[src/verilog/edo_ctl_pkg.sv]
// Shared constants and state type for the page-mode DRAM controller
package edo_ctl_pkg;
    // Clock and pin widths
    localparam int CLK_PERIOD_NS = 50;
    localparam int ROW_W = 10;
    localparam int COL_W = 10;
    localparam int DATA_W = 16;
    localparam int HOST_ADDR_W = ROW_W + COL_W;
    // Power-up pause, a least time, rounded up
    localparam int PAUSE_US = 200;
    localparam int PAUSE_CYCLES = (PAUSE_US * 1000 + CLK_PERIOD_NS - 1) / CLK_PERIOD_NS;
    localparam int PAUSE_CNT_W = 12;
    // Wake-up row strobe cycles
    localparam int WAKE_CYCLES = 8;
    localparam int WAKE_CNT_W = 4;
    // Refresh period and rows, spacing rounded down
    localparam int TREF_MS = 16;
    localparam int REFRESH_ROWS = 1024;
    localparam int REFRESH_GAP_NS = (TREF_MS * 1000000) / REFRESH_ROWS;
    localparam int REFRESH_GAP_CYCLES = REFRESH_GAP_NS / CLK_PERIOD_NS;
    localparam int GAP_CNT_W = 9;
    localparam int TREF_CYCLES_DEF = (TREF_MS * 1000000) / CLK_PERIOD_NS;
    // Pin reset values
    localparam logic [ROW_W-1:0] ADDR_RESET = 10'h000;
    localparam logic [DATA_W-1:0] DATA_RESET = 16'h0000;

    // Controller sequence states
    typedef enum logic [3:0] {
        ST_PAUSE = 4'h0,
        ST_IDLE = 4'h1,
        ST_ADDR = 4'h2,
        ST_ROW = 4'h3,
        ST_COL = 4'h4,
        ST_CAS = 4'h5,
        ST_CASH = 4'h6,
        ST_PRE = 4'h7,
        ST_REF_STROBE = 4'h8,
        ST_REF_ROW = 4'h9,
        ST_REF_HOLD = 4'ha
    } state_t;
endpackage

[src/verilog/init_link_if.sv]
// Carrier between the access sequencer and the wake-up and refresh timer
`timescale 1ns/10ps
interface init_link_if;
    logic refresh_done; // One-cycle pulse: a row-strobe refresh cycle finished
    logic pause_done; // Level: power-up pause elapsed
    logic wake_done; // Level: enough wake-up cycles seen
    logic refresh_due; // Level: a distributed refresh is owed

    modport sequencer (
        output refresh_done,
        input pause_done,
        input wake_done,
        input refresh_due
    );

    modport timer (
        input refresh_done,
        output pause_done,
        output wake_done,
        output refresh_due
    );
endinterface

[src/verilog/init_refresh_timer.sv]
// Power-up pause, wake-up count, refresh spacing and refresh-age watchdog
`timescale 1ns/10ps
module init_refresh_timer #(
    parameter int TREF_CYCLES = edo_ctl_pkg::TREF_CYCLES_DEF
) (
    input wire logic mclk,
    input wire logic rst,
    init_link_if.timer link
);
    localparam int AGE_W = $clog2(TREF_CYCLES + 1);

    logic [edo_ctl_pkg::PAUSE_CNT_W-1:0] pause_cnt; // Cycles since reset
    logic [edo_ctl_pkg::WAKE_CNT_W-1:0] wake_cnt; // Wake cycles seen, saturating
    logic [edo_ctl_pkg::GAP_CNT_W-1:0] gap_cnt; // Cycles since last refresh slot
    logic [AGE_W-1:0] age_cnt; // Cycles since the last refresh
    logic pause_flag;
    logic due_flag;

    // Terminal counts
    wire pause_end = pause_cnt ==
        edo_ctl_pkg::PAUSE_CNT_W'(edo_ctl_pkg::PAUSE_CYCLES - 1);
    wire gap_end = gap_cnt ==
        edo_ctl_pkg::GAP_CNT_W'(edo_ctl_pkg::REFRESH_GAP_CYCLES - 1);
    wire age_end = age_cnt == AGE_W'(TREF_CYCLES - 1);
    wire wake_full = wake_cnt == edo_ctl_pkg::WAKE_CNT_W'(edo_ctl_pkg::WAKE_CYCLES);

    assign link.pause_done = pause_flag;
    assign link.refresh_due = due_flag;
    assign link.wake_done = wake_full;

    // Power-up pause counted from our own clock
    always_ff @(posedge mclk) begin
        if (rst) begin
            pause_cnt <= '0;
            pause_flag <= 1'b0;
        end else if (!pause_flag) begin
            pause_cnt <= pause_cnt + 1'b1;
            pause_flag <= pause_end;
        end
    end

    // Wake-up cycle count; a stale refresh restarts it
    always_ff @(posedge mclk) begin
        if (rst) begin
            wake_cnt <= '0;
        end else if (link.refresh_done) begin
            // Completion wins over the watchdog in the same cycle
            if (!wake_full) begin
                wake_cnt <= wake_cnt + 1'b1;
            end
        end else if (age_end) begin
            wake_cnt <= '0;
        end
    end

    // Distributed refresh spacing; a finished refresh clears the request
    always_ff @(posedge mclk) begin
        if (rst) begin
            gap_cnt <= '0;
            due_flag <= 1'b0;
        end else if (link.refresh_done) begin
            gap_cnt <= '0;
            // A slot ending in the same cycle still wins over the clear
            due_flag <= pause_flag && gap_end;
        end else if (pause_flag) begin
            if (gap_end) begin
                gap_cnt <= '0;
                due_flag <= 1'b1;
            end else begin
                gap_cnt <= gap_cnt + 1'b1;
            end
        end
    end

    // Refresh age watchdog, parks at its end until a refresh arrives
    always_ff @(posedge mclk) begin
        if (rst || link.refresh_done) begin
            age_cnt <= '0;
        end else if (pause_flag && !age_end) begin
            age_cnt <= age_cnt + 1'b1;
        end
    end
endmodule // init_refresh_timer

[src/verilog/edo_page_ctl.sv]
// Host-side controller driving an asynchronous page-mode 1M x 16 DRAM
`timescale 1ns/10ps
// Operation
// Any of 1,024 columns reachable in open page
// Read data held until next column strobe falls
// Reads and writes may mix in one page
// Short column cycles allowed thanks to held data
// Wait 200 us, then eight row cycles
// Wake cycles are column-before-row refreshes
// Stale refresh period repeats the wake sequence
// Row strobe held high during power-up
// Counter refresh uses the internal row counter
// Row then column on shared address lines
// Low strobe gates low byte, high strobe high
// Column strobe low before row strobe: refresh
// Page cycles: new column, no new row
// Own timer blocks host until init done
module edo_page_ctl #(
    parameter int TREF_CYCLES = edo_ctl_pkg::TREF_CYCLES_DEF
) (
    input wire logic mclk,
    input wire logic rst,
    input wire logic req_valid,
    input wire logic req_write,
    input wire logic [edo_ctl_pkg::HOST_ADDR_W-1:0] req_addr,
    input wire logic [edo_ctl_pkg::DATA_W-1:0] req_wdata,
    input wire logic [1:0] req_be,
    output logic req_ready,
    output logic rsp_valid,
    output logic [edo_ctl_pkg::DATA_W-1:0] rsp_rdata,
    output logic init_done,
    output logic ras_n,
    output logic low_byte_column_strobe_n,
    output logic high_byte_column_strobe_n,
    output logic we_n,
    output logic oe_n,
    output logic [edo_ctl_pkg::COL_W-1:0] addr,
    output logic [edo_ctl_pkg::DATA_W-1:0] dq_out,
    output logic dq_oe,
    input wire logic [edo_ctl_pkg::DATA_W-1:0] dq_in
);

    init_link_if link ();

    edo_ctl_pkg::state_t state; // Current sequence step
    edo_ctl_pkg::state_t next_state; // Step for the next cycle

    // Latched access under way
    logic [edo_ctl_pkg::ROW_W-1:0] cur_row;
    logic [edo_ctl_pkg::COL_W-1:0] cur_col;
    logic cur_write;
    logic [1:0] cur_be;
    logic [edo_ctl_pkg::DATA_W-1:0] cur_wdata;

    init_refresh_timer #(
        .TREF_CYCLES(TREF_CYCLES)
    ) u_timer (
        .mclk(mclk),
        .rst(rst),
        .link(link.timer)
    );

    // Request decode; a page hit only needs the same open row
    wire [edo_ctl_pkg::ROW_W-1:0] req_row =
        req_addr[edo_ctl_pkg::HOST_ADDR_W-1:edo_ctl_pkg::COL_W];
    wire [edo_ctl_pkg::COL_W-1:0] req_col = req_addr[edo_ctl_pkg::COL_W-1:0];
    wire in_idle = state == edo_ctl_pkg::ST_IDLE;
    wire in_cas = state == edo_ctl_pkg::ST_CAS;
    wire same_row = req_row == cur_row;
    wire take = req_valid && req_ready && (in_idle || (in_cas && same_row));
    wire need_refresh = !link.wake_done || link.refresh_due;

    // One pulse per finished row-strobe refresh cycle
    assign link.refresh_done = state == edo_ctl_pkg::ST_REF_HOLD;

    // Values the pins will carry in the next cycle
    wire [edo_ctl_pkg::ROW_W-1:0] next_row = take ? req_row : cur_row;
    wire [edo_ctl_pkg::COL_W-1:0] next_col = take ? req_col : cur_col;
    wire next_write = take ? req_write : cur_write;
    wire [1:0] next_be = take ? req_be : cur_be;
    wire [edo_ctl_pkg::DATA_W-1:0] next_wdata = take ? req_wdata : cur_wdata;

    // Pin decode from the next state
    wire next_row_phase = next_state == edo_ctl_pkg::ST_ADDR ||
        next_state == edo_ctl_pkg::ST_ROW;
    wire next_row_open = next_state == edo_ctl_pkg::ST_ROW ||
        next_state == edo_ctl_pkg::ST_COL || next_state == edo_ctl_pkg::ST_CAS ||
        next_state == edo_ctl_pkg::ST_CASH || next_state == edo_ctl_pkg::ST_REF_ROW ||
        next_state == edo_ctl_pkg::ST_REF_HOLD;
    wire next_refresh = next_state == edo_ctl_pkg::ST_REF_STROBE ||
        next_state == edo_ctl_pkg::ST_REF_ROW || next_state == edo_ctl_pkg::ST_REF_HOLD;
    wire next_col_phase = next_state == edo_ctl_pkg::ST_COL ||
        next_state == edo_ctl_pkg::ST_CAS || next_state == edo_ctl_pkg::ST_CASH;
    wire next_strobe = next_state == edo_ctl_pkg::ST_CAS;
    wire next_ras_n = !next_row_open;
    wire next_low_cas_n = !(next_refresh || (next_strobe && next_be[0]));
    wire next_high_cas_n = !(next_refresh || (next_strobe && next_be[1]));
    wire next_we_n = !(next_col_phase && next_write);
    wire next_oe_n = !(next_col_phase && !next_write);
    wire next_dq_oe = next_col_phase && next_write;
    // Row before column on the shared lines; refresh ignores them
    wire [edo_ctl_pkg::COL_W-1:0] next_addr = next_row_phase ? next_row : next_col;
    // Ready only after init and with no refresh owed
    wire next_ready = link.wake_done && !link.refresh_due &&
        (next_state == edo_ctl_pkg::ST_IDLE || next_state == edo_ctl_pkg::ST_CAS);
    // Read data masked to the strobed lanes
    wire [edo_ctl_pkg::DATA_W-1:0] lane_mask = {{8{cur_be[1]}}, {8{cur_be[0]}}};

    // Sequence step selection
    always_comb begin
        next_state = state;
        case (state)
            edo_ctl_pkg::ST_PAUSE: begin
                // Row strobe stays high while the pause runs
                if (link.pause_done) begin
                    next_state = edo_ctl_pkg::ST_IDLE;
                end
            end
            edo_ctl_pkg::ST_IDLE: begin
                // An accepted access goes first, refresh waits one access
                if (take) begin
                    next_state = edo_ctl_pkg::ST_ADDR;
                end else if (need_refresh) begin
                    next_state = edo_ctl_pkg::ST_REF_STROBE;
                end
            end
            edo_ctl_pkg::ST_ADDR: begin
                next_state = edo_ctl_pkg::ST_ROW;
            end
            edo_ctl_pkg::ST_ROW: begin
                next_state = edo_ctl_pkg::ST_COL;
            end
            edo_ctl_pkg::ST_COL: begin
                next_state = edo_ctl_pkg::ST_CAS;
            end
            edo_ctl_pkg::ST_CAS: begin
                // Same-row request keeps the page open
                if (take) begin
                    next_state = edo_ctl_pkg::ST_CASH;
                end else begin
                    next_state = edo_ctl_pkg::ST_PRE;
                end
            end
            edo_ctl_pkg::ST_CASH: begin
                // Two-cycle page step, short thanks to held read data
                next_state = edo_ctl_pkg::ST_CAS;
            end
            edo_ctl_pkg::ST_PRE: begin
                next_state = edo_ctl_pkg::ST_IDLE;
            end
            edo_ctl_pkg::ST_REF_STROBE: begin
                next_state = edo_ctl_pkg::ST_REF_ROW;
            end
            edo_ctl_pkg::ST_REF_ROW: begin
                next_state = edo_ctl_pkg::ST_REF_HOLD;
            end
            edo_ctl_pkg::ST_REF_HOLD: begin
                next_state = edo_ctl_pkg::ST_PRE;
            end
            default: begin
                next_state = edo_ctl_pkg::ST_PAUSE;
            end
        endcase
    end

    // State register
    always_ff @(posedge mclk) begin
        if (rst) begin
            state <= edo_ctl_pkg::ST_PAUSE;
        end else begin
            state <= next_state;
        end
    end

    // Access latch, loaded only when a request is taken
    always_ff @(posedge mclk) begin
        if (rst) begin
            cur_row <= edo_ctl_pkg::ADDR_RESET;
            cur_col <= edo_ctl_pkg::ADDR_RESET;
            cur_write <= 1'b0;
            cur_be <= 2'h0;
            cur_wdata <= edo_ctl_pkg::DATA_RESET;
        end else if (take) begin
            cur_row <= req_row;
            cur_col <= req_col;
            cur_write <= req_write;
            cur_be <= req_be;
            cur_wdata <= req_wdata;
        end
    end

    // DRAM pins, all registered; strobes idle high from reset
    always_ff @(posedge mclk) begin
        if (rst) begin
            ras_n <= 1'b1;
            low_byte_column_strobe_n <= 1'b1;
            high_byte_column_strobe_n <= 1'b1;
            we_n <= 1'b1;
            oe_n <= 1'b1;
            addr <= edo_ctl_pkg::ADDR_RESET;
            dq_out <= edo_ctl_pkg::DATA_RESET;
            dq_oe <= 1'b0;
        end else begin
            ras_n <= next_ras_n;
            low_byte_column_strobe_n <= next_low_cas_n;
            high_byte_column_strobe_n <= next_high_cas_n;
            we_n <= next_we_n;
            oe_n <= next_oe_n;
            addr <= next_addr;
            dq_out <= next_wdata;
            dq_oe <= next_dq_oe;
        end
    end

    // Host side: ready, init flag and read return
    always_ff @(posedge mclk) begin
        if (rst) begin
            req_ready <= 1'b0;
            init_done <= 1'b0;
            rsp_valid <= 1'b0;
            rsp_rdata <= edo_ctl_pkg::DATA_RESET;
        end else begin
            req_ready <= next_ready;
            init_done <= link.wake_done;
            // Sampled as the strobe rises; held data makes this safe
            rsp_valid <= in_cas && !cur_write;
            if (in_cas && !cur_write) begin
                rsp_rdata <= dq_in & lane_mask;
            end
        end
    end
endmodule // edo_page_ctl

[config.mk]
export PLATFORM = sky130hd
export DESIGN_NAME = edo_page_ctl
export DESIGN_NICKNAME = d
export VERILOG_FILES = /design/src/verilog/edo_ctl_pkg.sv /design/src/verilog/init_link_if.sv /design/src/verilog/init_refresh_timer.sv /design/src/verilog/edo_page_ctl.sv
export SDC_FILE = /design/constraint.sdc
export NUM_CORES = 1
export LEC_CHECK = 0
export BUFFER_PORTS_ARGS = -buffer_cell sky130_fd_sc_hd__buf_4
export CORE_MARGIN = 2
export CORE_UTILIZATION = 45
export DETAILED_ROUTE_END_ITERATION = 12
export GPL_TIMING_DRIVEN = 0
export PLACE_DENSITY = 0.73
export SYNTH_ARGS = -nofsm -noshare
export SYNTH_HDL_FRONTEND = slang
export SYNTH_SLANG_ARGS = --single-unit
[constraint.sdc]
create_clock -name mclk -period 3.1 [get_ports mclk]
set_input_delay 0.155 -clock mclk [delete_from_list [all_inputs] [get_ports mclk]]
set_output_delay 0.155 -clock mclk [all_outputs]
set_load 0.05 [all_outputs]
# Word level (Yosys, flattened, before mapping)
# Cells that the tools add are included.
dict set report word_totals {
  latchBits 0
  reg_bits 124
  romBits 0
  mem_bits_rw 0
  elab_cells 117
  out_inout_bits 51
  memories 0
}
dict set report op_classes {
  n_div 0
  bitwise 1
  n_addsub 4
  n_eq_ne 25
  n_mux 18
  n_mul 0
  reduce_logical 46
  n_lt_le_gt_ge 0
  n_shift 0
}
# cell n
set ops {}
lappend ops {{$pmux W4 S10} 1}
lappend ops {{$mux W10} 3}
lappend ops {{$eq A4 B3 Y1 const B} 7}
lappend ops {{$eq A4 B4 Y1 const B} 7}
lappend ops {{$mux W4} 6}
lappend ops {{$add A19 B1 Y19 const B} 1}
lappend ops {{$eq A19 B19 Y1 const B} 1}
lappend ops {{$and A16 B16 Y16} 1}
lappend ops {{$eq A4 B2 Y1 const B} 4}
lappend ops {{$logic_or A1 B1 Y1} 16}
lappend ops {{$add A12 B1 Y12 const B} 1}
lappend ops {{$eq A12 B12 Y1 const B} 1}
lappend ops {{$logic_and A1 B1 Y1} 12}
lappend ops {{$eq A10 B10 Y1} 1}
lappend ops {{$logic_not A1 Y1} 10}
lappend ops {{$add A9 B1 Y9 const B} 1}
lappend ops {{$eq A9 B9 Y1 const B} 1}
lappend ops {{$mux W9} 1}
lappend ops {{$eq A4 B1 Y1 const B} 2}
lappend ops {{$mux W1} 6}
lappend ops {{$reduce_bool A2 Y1} 3}
lappend ops {{$add A4 B1 Y4 const B} 1}
lappend ops {{$logic_not A4 Y1} 1}
lappend ops {{$reduce_and A2 Y1} 2}
lappend ops {{other kinds (3)} 4}

# Depth between registers and ports, before layout
# Gate-level depths: netlist of the first run.
dict set report depth {
  word_depth 13
  ltp_mapped 7
}

# Cells and area by module
# Synthesis of the first run repeated with hierarchy kept, for this count alone.
dict set report hier_totals {
  hier_cells 594
  area_unflattened_um2 5421.4
}
# module area_per_inst_um2 n_inst cells_each
set modules_own_cells {}
lappend modules_own_cells {edo_page_ctl 3219.3 1 348}
lappend modules_own_cells {init_refresh_timer 2202.1 1 246}

# Worst setup path after synthesis of the first run
# OpenSTA, ideal clock, no wires.
dict set report synth_path {
  path_kind {reg2reg}
  start {reg u_timer.age_cnt[10]}
  end {reg u_timer.wake_cnt[1] (netlist name)}
  path_stages_with_launch 7
  required_ns 2.968
  setup_ns 0.132
  arrival_ns 1.855
  setup_slack_ns 1.113
  path_cell_list {dfxtp_1 -> or4_1 -> or4_4 -> buf_6 -> o21a_4 -> o21ai_1 -> a21oi_1}
}
dict set report synth_via {
  elab_chain_cells 3
}
# item line
set synth_rtl {}
lappend synth_rtl {{start, declared} init_refresh_timer.sv:15} ;# logic [AGE_W-1:0] age_cnt;
lappend synth_rtl {{start signal, assigned} init_refresh_timer.sv:80} ;# age_cnt <= age_cnt + 1'b1;
lappend synth_rtl {{$eq A19 B19 Y1} init_refresh_timer.sv:24} ;# wire age_end = age_cnt == AGE_W'(TREF_CYCLES - 1);
lappend synth_rtl {{$reduce_bool A2 Y1 (no source line)} n/a}
lappend synth_rtl {{$reduce_and A2 Y1 (no source line)} n/a}
lappend synth_rtl {{end signal, assigned} init_refresh_timer.sv:49} ;# wake_cnt <= wake_cnt + 1'b1;
lappend synth_rtl {{end, declared} init_refresh_timer.sv:13} ;# logic [edo_ctl_pkg::WAKE_CNT_W-1:0] wake_cnt;
# Every way passes these cells.
# A chain may end at the register's enable or synchronous reset.

# Worst setup path in the final report of the first run
dict set report layout_path {
  start {reg state[1]}
  end {reg addr[8] (netlist name)}
}
dict set report layout_via {
  elab_chain_cells 9
  word_cells_on_any_way 26
}
# item line
set layout_rtl {}
lappend layout_rtl {{start, declared} edo_page_ctl.sv:45} ;# edo_ctl_pkg::state_t state;
lappend layout_rtl {{start signal, assigned} edo_page_ctl.sv:169} ;# state <= edo_ctl_pkg::ST_PAUSE;
lappend layout_rtl {{start signal, assigned} edo_page_ctl.sv:171} ;# state <= next_state;
lappend layout_rtl {{$eq A4 B3 Y1} {edo_page_ctl.sv:68, edo_page_ctl.sv:112}}
lappend layout_rtl {{$logic_and A1 B1 Y1} edo_page_ctl.sv:70} ;# wire take = req_valid && req_ready && (in_idle || (in_cas && same_row));
lappend layout_rtl {{$logic_or A1 B1 Y1} edo_page_ctl.sv:70}
lappend layout_rtl {{$logic_and A1 B1 Y1} edo_page_ctl.sv:70}
lappend layout_rtl {{$mux W1 / $mux W4 (equally long branches)} {edo_page_ctl.sv:138, edo_page_ctl.sv:121}}
lappend layout_rtl {{$pmux W4 S10} edo_page_ctl.sv:112} ;# case (state)
lappend layout_rtl {{$eq A4 B2 Y1 (on tied branches)} {edo_page_ctl.sv:84, edo_page_ctl.sv:85}}
lappend layout_rtl {{$logic_or A1 B1 Y1} edo_page_ctl.sv:84} ;# wire next_row_phase = next_state == edo_ctl_pkg::ST_ADDR ||
lappend layout_rtl {{$mux W10 (*)} edo_page_ctl.sv:102} ;# wire [edo_ctl_pkg::COL_W-1:0] next_addr = next_row_phase ? next_row : next_col;
lappend layout_rtl {{end signal, assigned} edo_page_ctl.sv:200} ;# addr <= edo_ctl_pkg::ADDR_RESET;
lappend layout_rtl {{end signal, assigned} edo_page_ctl.sv:209} ;# addr <= next_addr;
lappend layout_rtl {{end, declared} edo_page_ctl.sv:37} ;# output logic [edo_ctl_pkg::COL_W-1:0] addr,
# Mark *: on every way between the ends. The rest lies on a longest branch, timed or not.

==> results of run 1 <==
flip-flops by register name (all words and copies together), names as in the netlist, 2 cells and up:
name,count
state,4
addr,10
dq_out,16
u_timer.pause_cnt,12
cur_row,10
cur_be,2
cur_col,10
u_timer.wake_cnt,4
u_timer.gap_cnt,9
u_timer.age_cnt,19
rsp_rdata,16
worst reg2reg max path: cells and delay by family (launching register included):
kind,cells,cell delay [ps]
buf+inv,3,840
flops,1,340
mux,1,140
simple gates,1,360
compound gates,2,550
cells by family (layout without fill, tap and decap cells):
group / count (synthesis) / after routing / synth area share, %
mux: 25 / 25 / 4.88
buf+inv: 46 / 201 / 3.49
simple gates: 203 / 203 / 19.7
flops: 124 / 124 / 46.1
compound gates: 155 / 155 / 17.0
fa+ha+maj: 5 / 5 / 1.16
xor+xnor: 47 / 47 / 7.65
cell type report:
class | count | area share, %
Inverter | 3 | 0.157
Sequential cell | 124 | 34.6
Buffer | 43 | 2.46
Timing Repair Buffer | 123 | 13.4
Clock buffer | 26 | 7.11
Tap cell | 143 | 2.50
Clock inverter | 6 | 1.82
Multi-Input combinational cell | 435 | 37.9
synthesized netlist by cell type, types with 13 or more instances:
library cell  instances  area, sq um
a21oi_1              64          320
dfxtp_1             124         2480
nand3_1              49          245
xor2_1               37          324
a22o_1               16          140
clkbuf_1             33          124
nand2_1              20         75.1
o21ai_0              44          220
mux2i_1              15          150
nand4_1              13         81.3
nor2_1               59          221
through the flow:
stage	cell area, sq um	power (mW)
2_1_floorplan	5380	1.68
5_1_grt	7160	3.97
6_report	7160	3.86
3_5_place_dp	6360	1.75
3_3_place_gp	6360	1.75
4_1_cts	7160	3.89
path summary, 6_finish.rpt:
check / start / to / slack [ps] / cells past startpoint
setup reg to reg: state[1] / addr[8] / 740 / 7
hold reg to reg: cur_col[8] / cur_col[8] / 460 / 2
hold / removal: req_be[1] / cur_be[1] / 20 / 3
setup / recovery: state[1] / addr[8] / 740 / 7
power by group through the flow:
| stage | combinational (mW) | clock (mW) | sequential [mW] |
|---|---|---|---|
| after floorplan | 0.0413 | 0 | 1.63 |
| after global placement | 0.115 | 0 | 1.64 |
| after detailed placement | 0.118 | 0 | 1.64 |
| after CTS | 0.136 | 2.15 | 1.60 |
| after global routing | 0.149 | 2.22 | 1.60 |
| final | 0.138 | 2.12 | 1.60 |
layer usage:
layer / track usage, % / part of all wire [%] / vias up
li1: - / - / 2457
met1: 29.1 / 44 / 2448
met2: 37.4 / 48 / 182
met3: 5.42 / 5.7 / 25
met4: 10.3 / 1.8 / 0
met5: 0 / 0 / -
==> impl_metrics.py, run 1 <==
metrics = {
    "outcome": {
        "status": "finished clean",
    },
    "power": {
        "p_leak_nw": 2.89,
        "p_per_area_nw_per_um2": 539,
        "p_int_mw": 3.12,
        "power.net_switching_mw": 0.734,
        "power_frac_seq_pct": 41.5,
        "p_comb_share_pct": 3.6,
        "max-vdd-ir-drop_v": 0.000336,
        "sw_frac_of_total_pct": 19.0,
        "pwr-share-clk_pct": 54.9,
    },
    "global_routing": {
        "antenna_found_initial": 0,
        "overflow": 0,
        "grt_pass1_wl_microns": 23700,
        "grt_pass1_vias": 5028,
        "gr-usage-all-layers_pct": 22.9,
        "grt_start_max_net_pins": 17,
    },
    "setup_path": {
        "required_ps": 3390,
        "path_class": "flop to flop",
        "cp-end-kind": "flop",
        "crit_family": "buffers and inverters",
        "worst-path-max-fanout": 10,
        "cp.buffers_inverters": 3,
        "start_kind": "flop",
        "crit_slowest_cell": "clkbuf_1",
        "critPathArrivalTime_ps": 2650,
        "worstPathCellList": "clkbuf_1 > nor2b_1 > o21ai_0 > buf_2 > buf_4 > mux2i_1 > a211oi_1",
        "cpPeakStageDelay_ps": 350,
    },
    "sta": {
        "timing.final.ws_setup_ps": 743,
        "worst_slew_pin_slew_ps": 790,
        "hold_viol": 0,
        "skew_ps": 7.50,
        "finalSetupTns_ps": 0,
        "hold_ws_ps": 15.9,
        "rsz0062_at_grt": "false",
        "clock.fmax_mhz": 424,
        "slew_headroom_pct": 47.1,
        "finalCritPeriodShare_pct": 76.0,
        "post-route-min-period_ps": 2360,
        "setup_violations": 0,
        "maxSlewViolCount": 0,
    },
    "finish": {
        "utilization_pct": 61.9,
        "layout.nets": 810,
        "layout_commonest_cell": "dfxtp_1",
        "stdcell_count": 903,
        "drive_gt1_share_pct": 20.7,
        "multiInputGateArea_sq_um": 2710,
        "diodes": 0,
        "regArea_sq_um": 2480,
        "fillers": 953,
        "area_delta_synth_final_pct": 33.1,
        "final_cell_mix": "dfxtp_1 (124), buf_4 (108), a21oi_1 (64)",
    },
    "clock_network": {
        "clockRootBuffer": "clkbuf_16",
        "cts_setup_buffers": 0,
        "cts_inserted_buffers": 17,
        "ctsHoldBuffers": 16,
        "cts.sinks": 124,
        "clkSlewWorstSetupHoldPaths_ps": 50,
        "cts_buffer_depth": 2,
        "cts_tree": "done",
        "insertion_delay_ps": 420,
        "ctsResizeCount": 0,
        "htree_num_levels": 4,
    },
    "route": {
        "wl_per_cell_microns": 16.0,
        "drc": 0,
        "dr.pass1.iters": 5,
        "wl_microns": 14400,
        "vias_per_cell": 5.66,
        "ant_nets": 0,
        "vias": 5112,
        "drt-initial-drc-count": 460,
    },
    "yosys": {
        "synth_ff_type": "dfxtp_1",
        "synth_edf_count": 0,
        "ys_ff_latch": 124,
        "avgSynthCellArea_sq_um": 8.90,
        "synth.distinct_cells": 54,
        "synth-async-reset-ratio_pct": 0,
        "synth_warnings": 0,
        "syn_inst": 605,
        "ys_seq_area_share_pct": 46.1,
        "syn_area_sq_um": 5380,
        "syn_nets": 668,
    },
    "run": {
        "drv_cap": 0,
    },
    "die": {
        "placementRows": 39,
        "die_area_sq_um": 12900,
        "coreArea_sq_um": 11600,
        "die_x_microns": 113,
        "ios": 109,
        "chipHeight_microns": 113,
        "initial_core_util_pct": 46.5,
    },
    "placement": {
        "place.port_buffers": 107,
        "place_ws_ps": 832,
        "gp_congestion": 0.852,
        "dpl.hpwl_microns": 9830,
        "place_inst": 855,
    },
    "hold_path": {
        "min_path_type": "input pin to flop",
    },
}
(Power assumes the default switching activity.)
==> run 2, diff against run 1 <==
==> constraint.sdc (replaced) <==
create_clock -name mclk -period 2.3 [get_ports mclk]
set_input_delay 0.115 -clock mclk [delete_from_list [all_inputs] [get_ports mclk]]
set_output_delay 0.115 -clock mclk [all_outputs]
set_load 0.05 [all_outputs]
==> run 2 against run 1 <==
Effect of this change: flip-flop and latch count unchanged; via count up 4.0%; non-clock buffer count up 35; combinational power up 72%; critical path depth up 1; register-to-register slack worse by 650 ps; setup slack worse by 660 ps; clock skew down 1.4 ps; utilization up 3.2 points; sequential power up 35%; final cell count up 3.9%; sequential share of layout area down 1.7 points; critical path type is now input pin to flop; critical endpoint unchanged.
==> impl_metrics.py, run 2 (synthesis results as in run 1) <==
metrics = {
    "outcome": {
        "status": "finished clean",
    },
    "finish": {
        "utilization_pct": 65.1,
        "final_cell_mix": "dfxtp_1 (124), buf_4 (108), a21oi_1 (64)",
        "final_area_sq_um": 7530,
        "area_delta_synth_final_pct": 39.9,
        "stdcell_count": 938,
        "top_regs": "u_timer.age_cnt (19), dq_out (16), rsp_rdata (16)",
        "multiInputGateArea_sq_um": 2730,
        "layout_commonest_cell": "dfxtp_1",
        "top_register": "u_timer.age_cnt",
        "layout.nets": 845,
        "diodes": 0,
        "regArea_sq_um": 2480,
        "largest_reg_flops": 19,
        "drive_gt1_share_pct": 20.5,
        "fillers": 909,
    },
    "global_routing": {
        "grt_start_max_net_pins": 17,
        "grt_pass1_wl_microns": 24900,
        "grt_pass1_vias": 5328,
        "gr-usage-all-layers_pct": 24.1,
        "antenna_found_initial": 0,
        "overflow": 0,
    },
    "hold_path": {
        "min_path_type": "input pin to flop",
        "hold_start": "req_addr[13]",
    },
    "setup_path": {
        "worst-path-max-fanout": 10,
        "reg2reg_from": "state[1]",
        "cp-end-kind": "flop",
        "required_ps": 2590,
        "reg2reg_depth": 7,
        "critPathArrivalTime_ps": 2510,
        "reg2reg_to": "addr[8]",
        "startpoint": "req_addr[10]",
        "start_kind": "input pin",
        "path_class": "input pin to flop",
        "regToRegSetupSlack_ps": 90,
        "endpoint": "addr[8]",
    },
    "die": {
        "ios": 109,
        "die_x_microns": 113,
        "placementRows": 39,
        "coreArea_sq_um": 11600,
        "chipHeight_microns": 113,
        "initial_core_util_pct": 46.5,
        "die_area_sq_um": 12900,
    },
    "clock_network": {
        "cts_buffer_depth": 2,
        "cts_inserted_buffers": 17,
        "htree_num_levels": 4,
        "cts_tree": "done",
        "clockRootBuffer": "clkbuf_16",
        "cts_setup_buffers": 0,
        "insertion_delay_ps": 410,
        "cts.sinks": 124,
        "clkSlewWorstSetupHoldPaths_ps": 50,
    },
    "run": {
        "drv_cap": 0,
    },
    "sta": {
        "slew_headroom_pct": 44.6,
        "hold_ws_ps": 24.1,
        "worst_slew_pin_slew_ps": 828,
        "maxSlewViolCount": 0,
        "timing.final.ws_setup_ps": 80.0,
        "setup_violations": 0,
        "clock.fmax_mhz": 450,
        "finalSetupTns_ps": 0,
        "finalCritPeriodShare_pct": 96.5,
        "hold_viol": 0,
        "rsz0062_at_grt": "false",
        "post-route-min-period_ps": 2220,
        "skew_ps": 6.10,
    },
    "placement": {
        "place_inst": 855,
        "dpl.hpwl_microns": 9830,
        "dpl_cell_area_sq_um": 6360,
        "place.port_buffers": 107,
        "place_ws_ps": 31.8,
        "gp_congestion": 0.852,
    },
    "power": {
        "p_int_mw": 4.25,
        "pwr-share-clk_pct": 54.4,
        "power_mw": 5.26,
        "p_comb_share_pct": 4.5,
        "power_frac_seq_pct": 41.1,
        "sw_frac_of_total_pct": 19.2,
        "p_leak_nw": 3.05,
        "max-vdd-ir-drop_v": 0.000454,
        "p_per_area_nw_per_um2": 698,
        "power.net_switching_mw": 1.01,
    },
    "route": {
        "dr.pass1.iters": 5,
        "wl_per_cell_microns": 16.2,
        "vias": 5314,
        "wl_microns": 15200,
        "vias_per_cell": 5.67,
        "drt-initial-drc-count": 472,
        "ant_nets": 0,
        "drc": 0,
    },
}
run 2: changes by cell type in the layout (fill, tap and decap cells not counted):
cell / change
dlygate4sd3_1: +35
clkbuf_1: -4
nor4bb_1: -1
nor4_1: -1
nor4bb_2: +1
nor4_2: +1
clkbuf_2: +4
run 2: how the worst min path moves through the flow:
stage | to | cells past startpoint
after floorplan | rsp_rdata[0] | 1
after global placement | rsp_rdata[11] | 2
after detailed placement | rsp_rdata[5] | 2
after CTS | cur_row[3] | 3
after global routing | oe_n | 3
final | cur_row[3] | 3
run 2: layer usage:
metal	wire length (microns)	global-route usage (%)	vias to the layer above	part of all wire (%)
li1	-	-	2529	-
met1	6530	29.3	2533	43
met2	7350	40.2	215	48
met3	960	5.95	37	6.3
met4	383	11.1	0	2.5
met5	0	0	-	0
run 2: cell type report:
class / count / area share (%)
Multi-Input combinational cell: 435 / 36.2
Sequential cell: 124 / 33.0
Timing Repair Buffer: 158 / 17.4
Clock buffer: 26 / 6.76
Buffer: 43 / 2.41
Tap cell: 143 / 2.38
Clock inverter: 6 / 1.73
Inverter: 3 / 0.150
run 2: critical path, cell delays in order:
cell and delay (ps):
dlygate4sd3_1 540, buf_4 150, xor2_1 150, nor3_1 430, and4_1 260, clkbuf_1 230
nor2_1 260, a211oi_1 370
run 2: timing repair:
item / CTS / global route
hold buffers: 51 / 0
hold endpoints to repair: 51 / 0
resized for setup: 0 / 10
endpoints found under the setup margin: 0 / 59
run 2: power groups by stage:
stage                     Combinational, mW  Sequential, mW  Clock [mW]
after global placement                0.155            2.20           0
after floorplan                      0.0557            2.20           0
final                                 0.238            2.16        2.86
after CTS                             0.230            2.16        2.90
after global routing                  0.255            2.16        2.99
after detailed placement              0.159            2.20           0
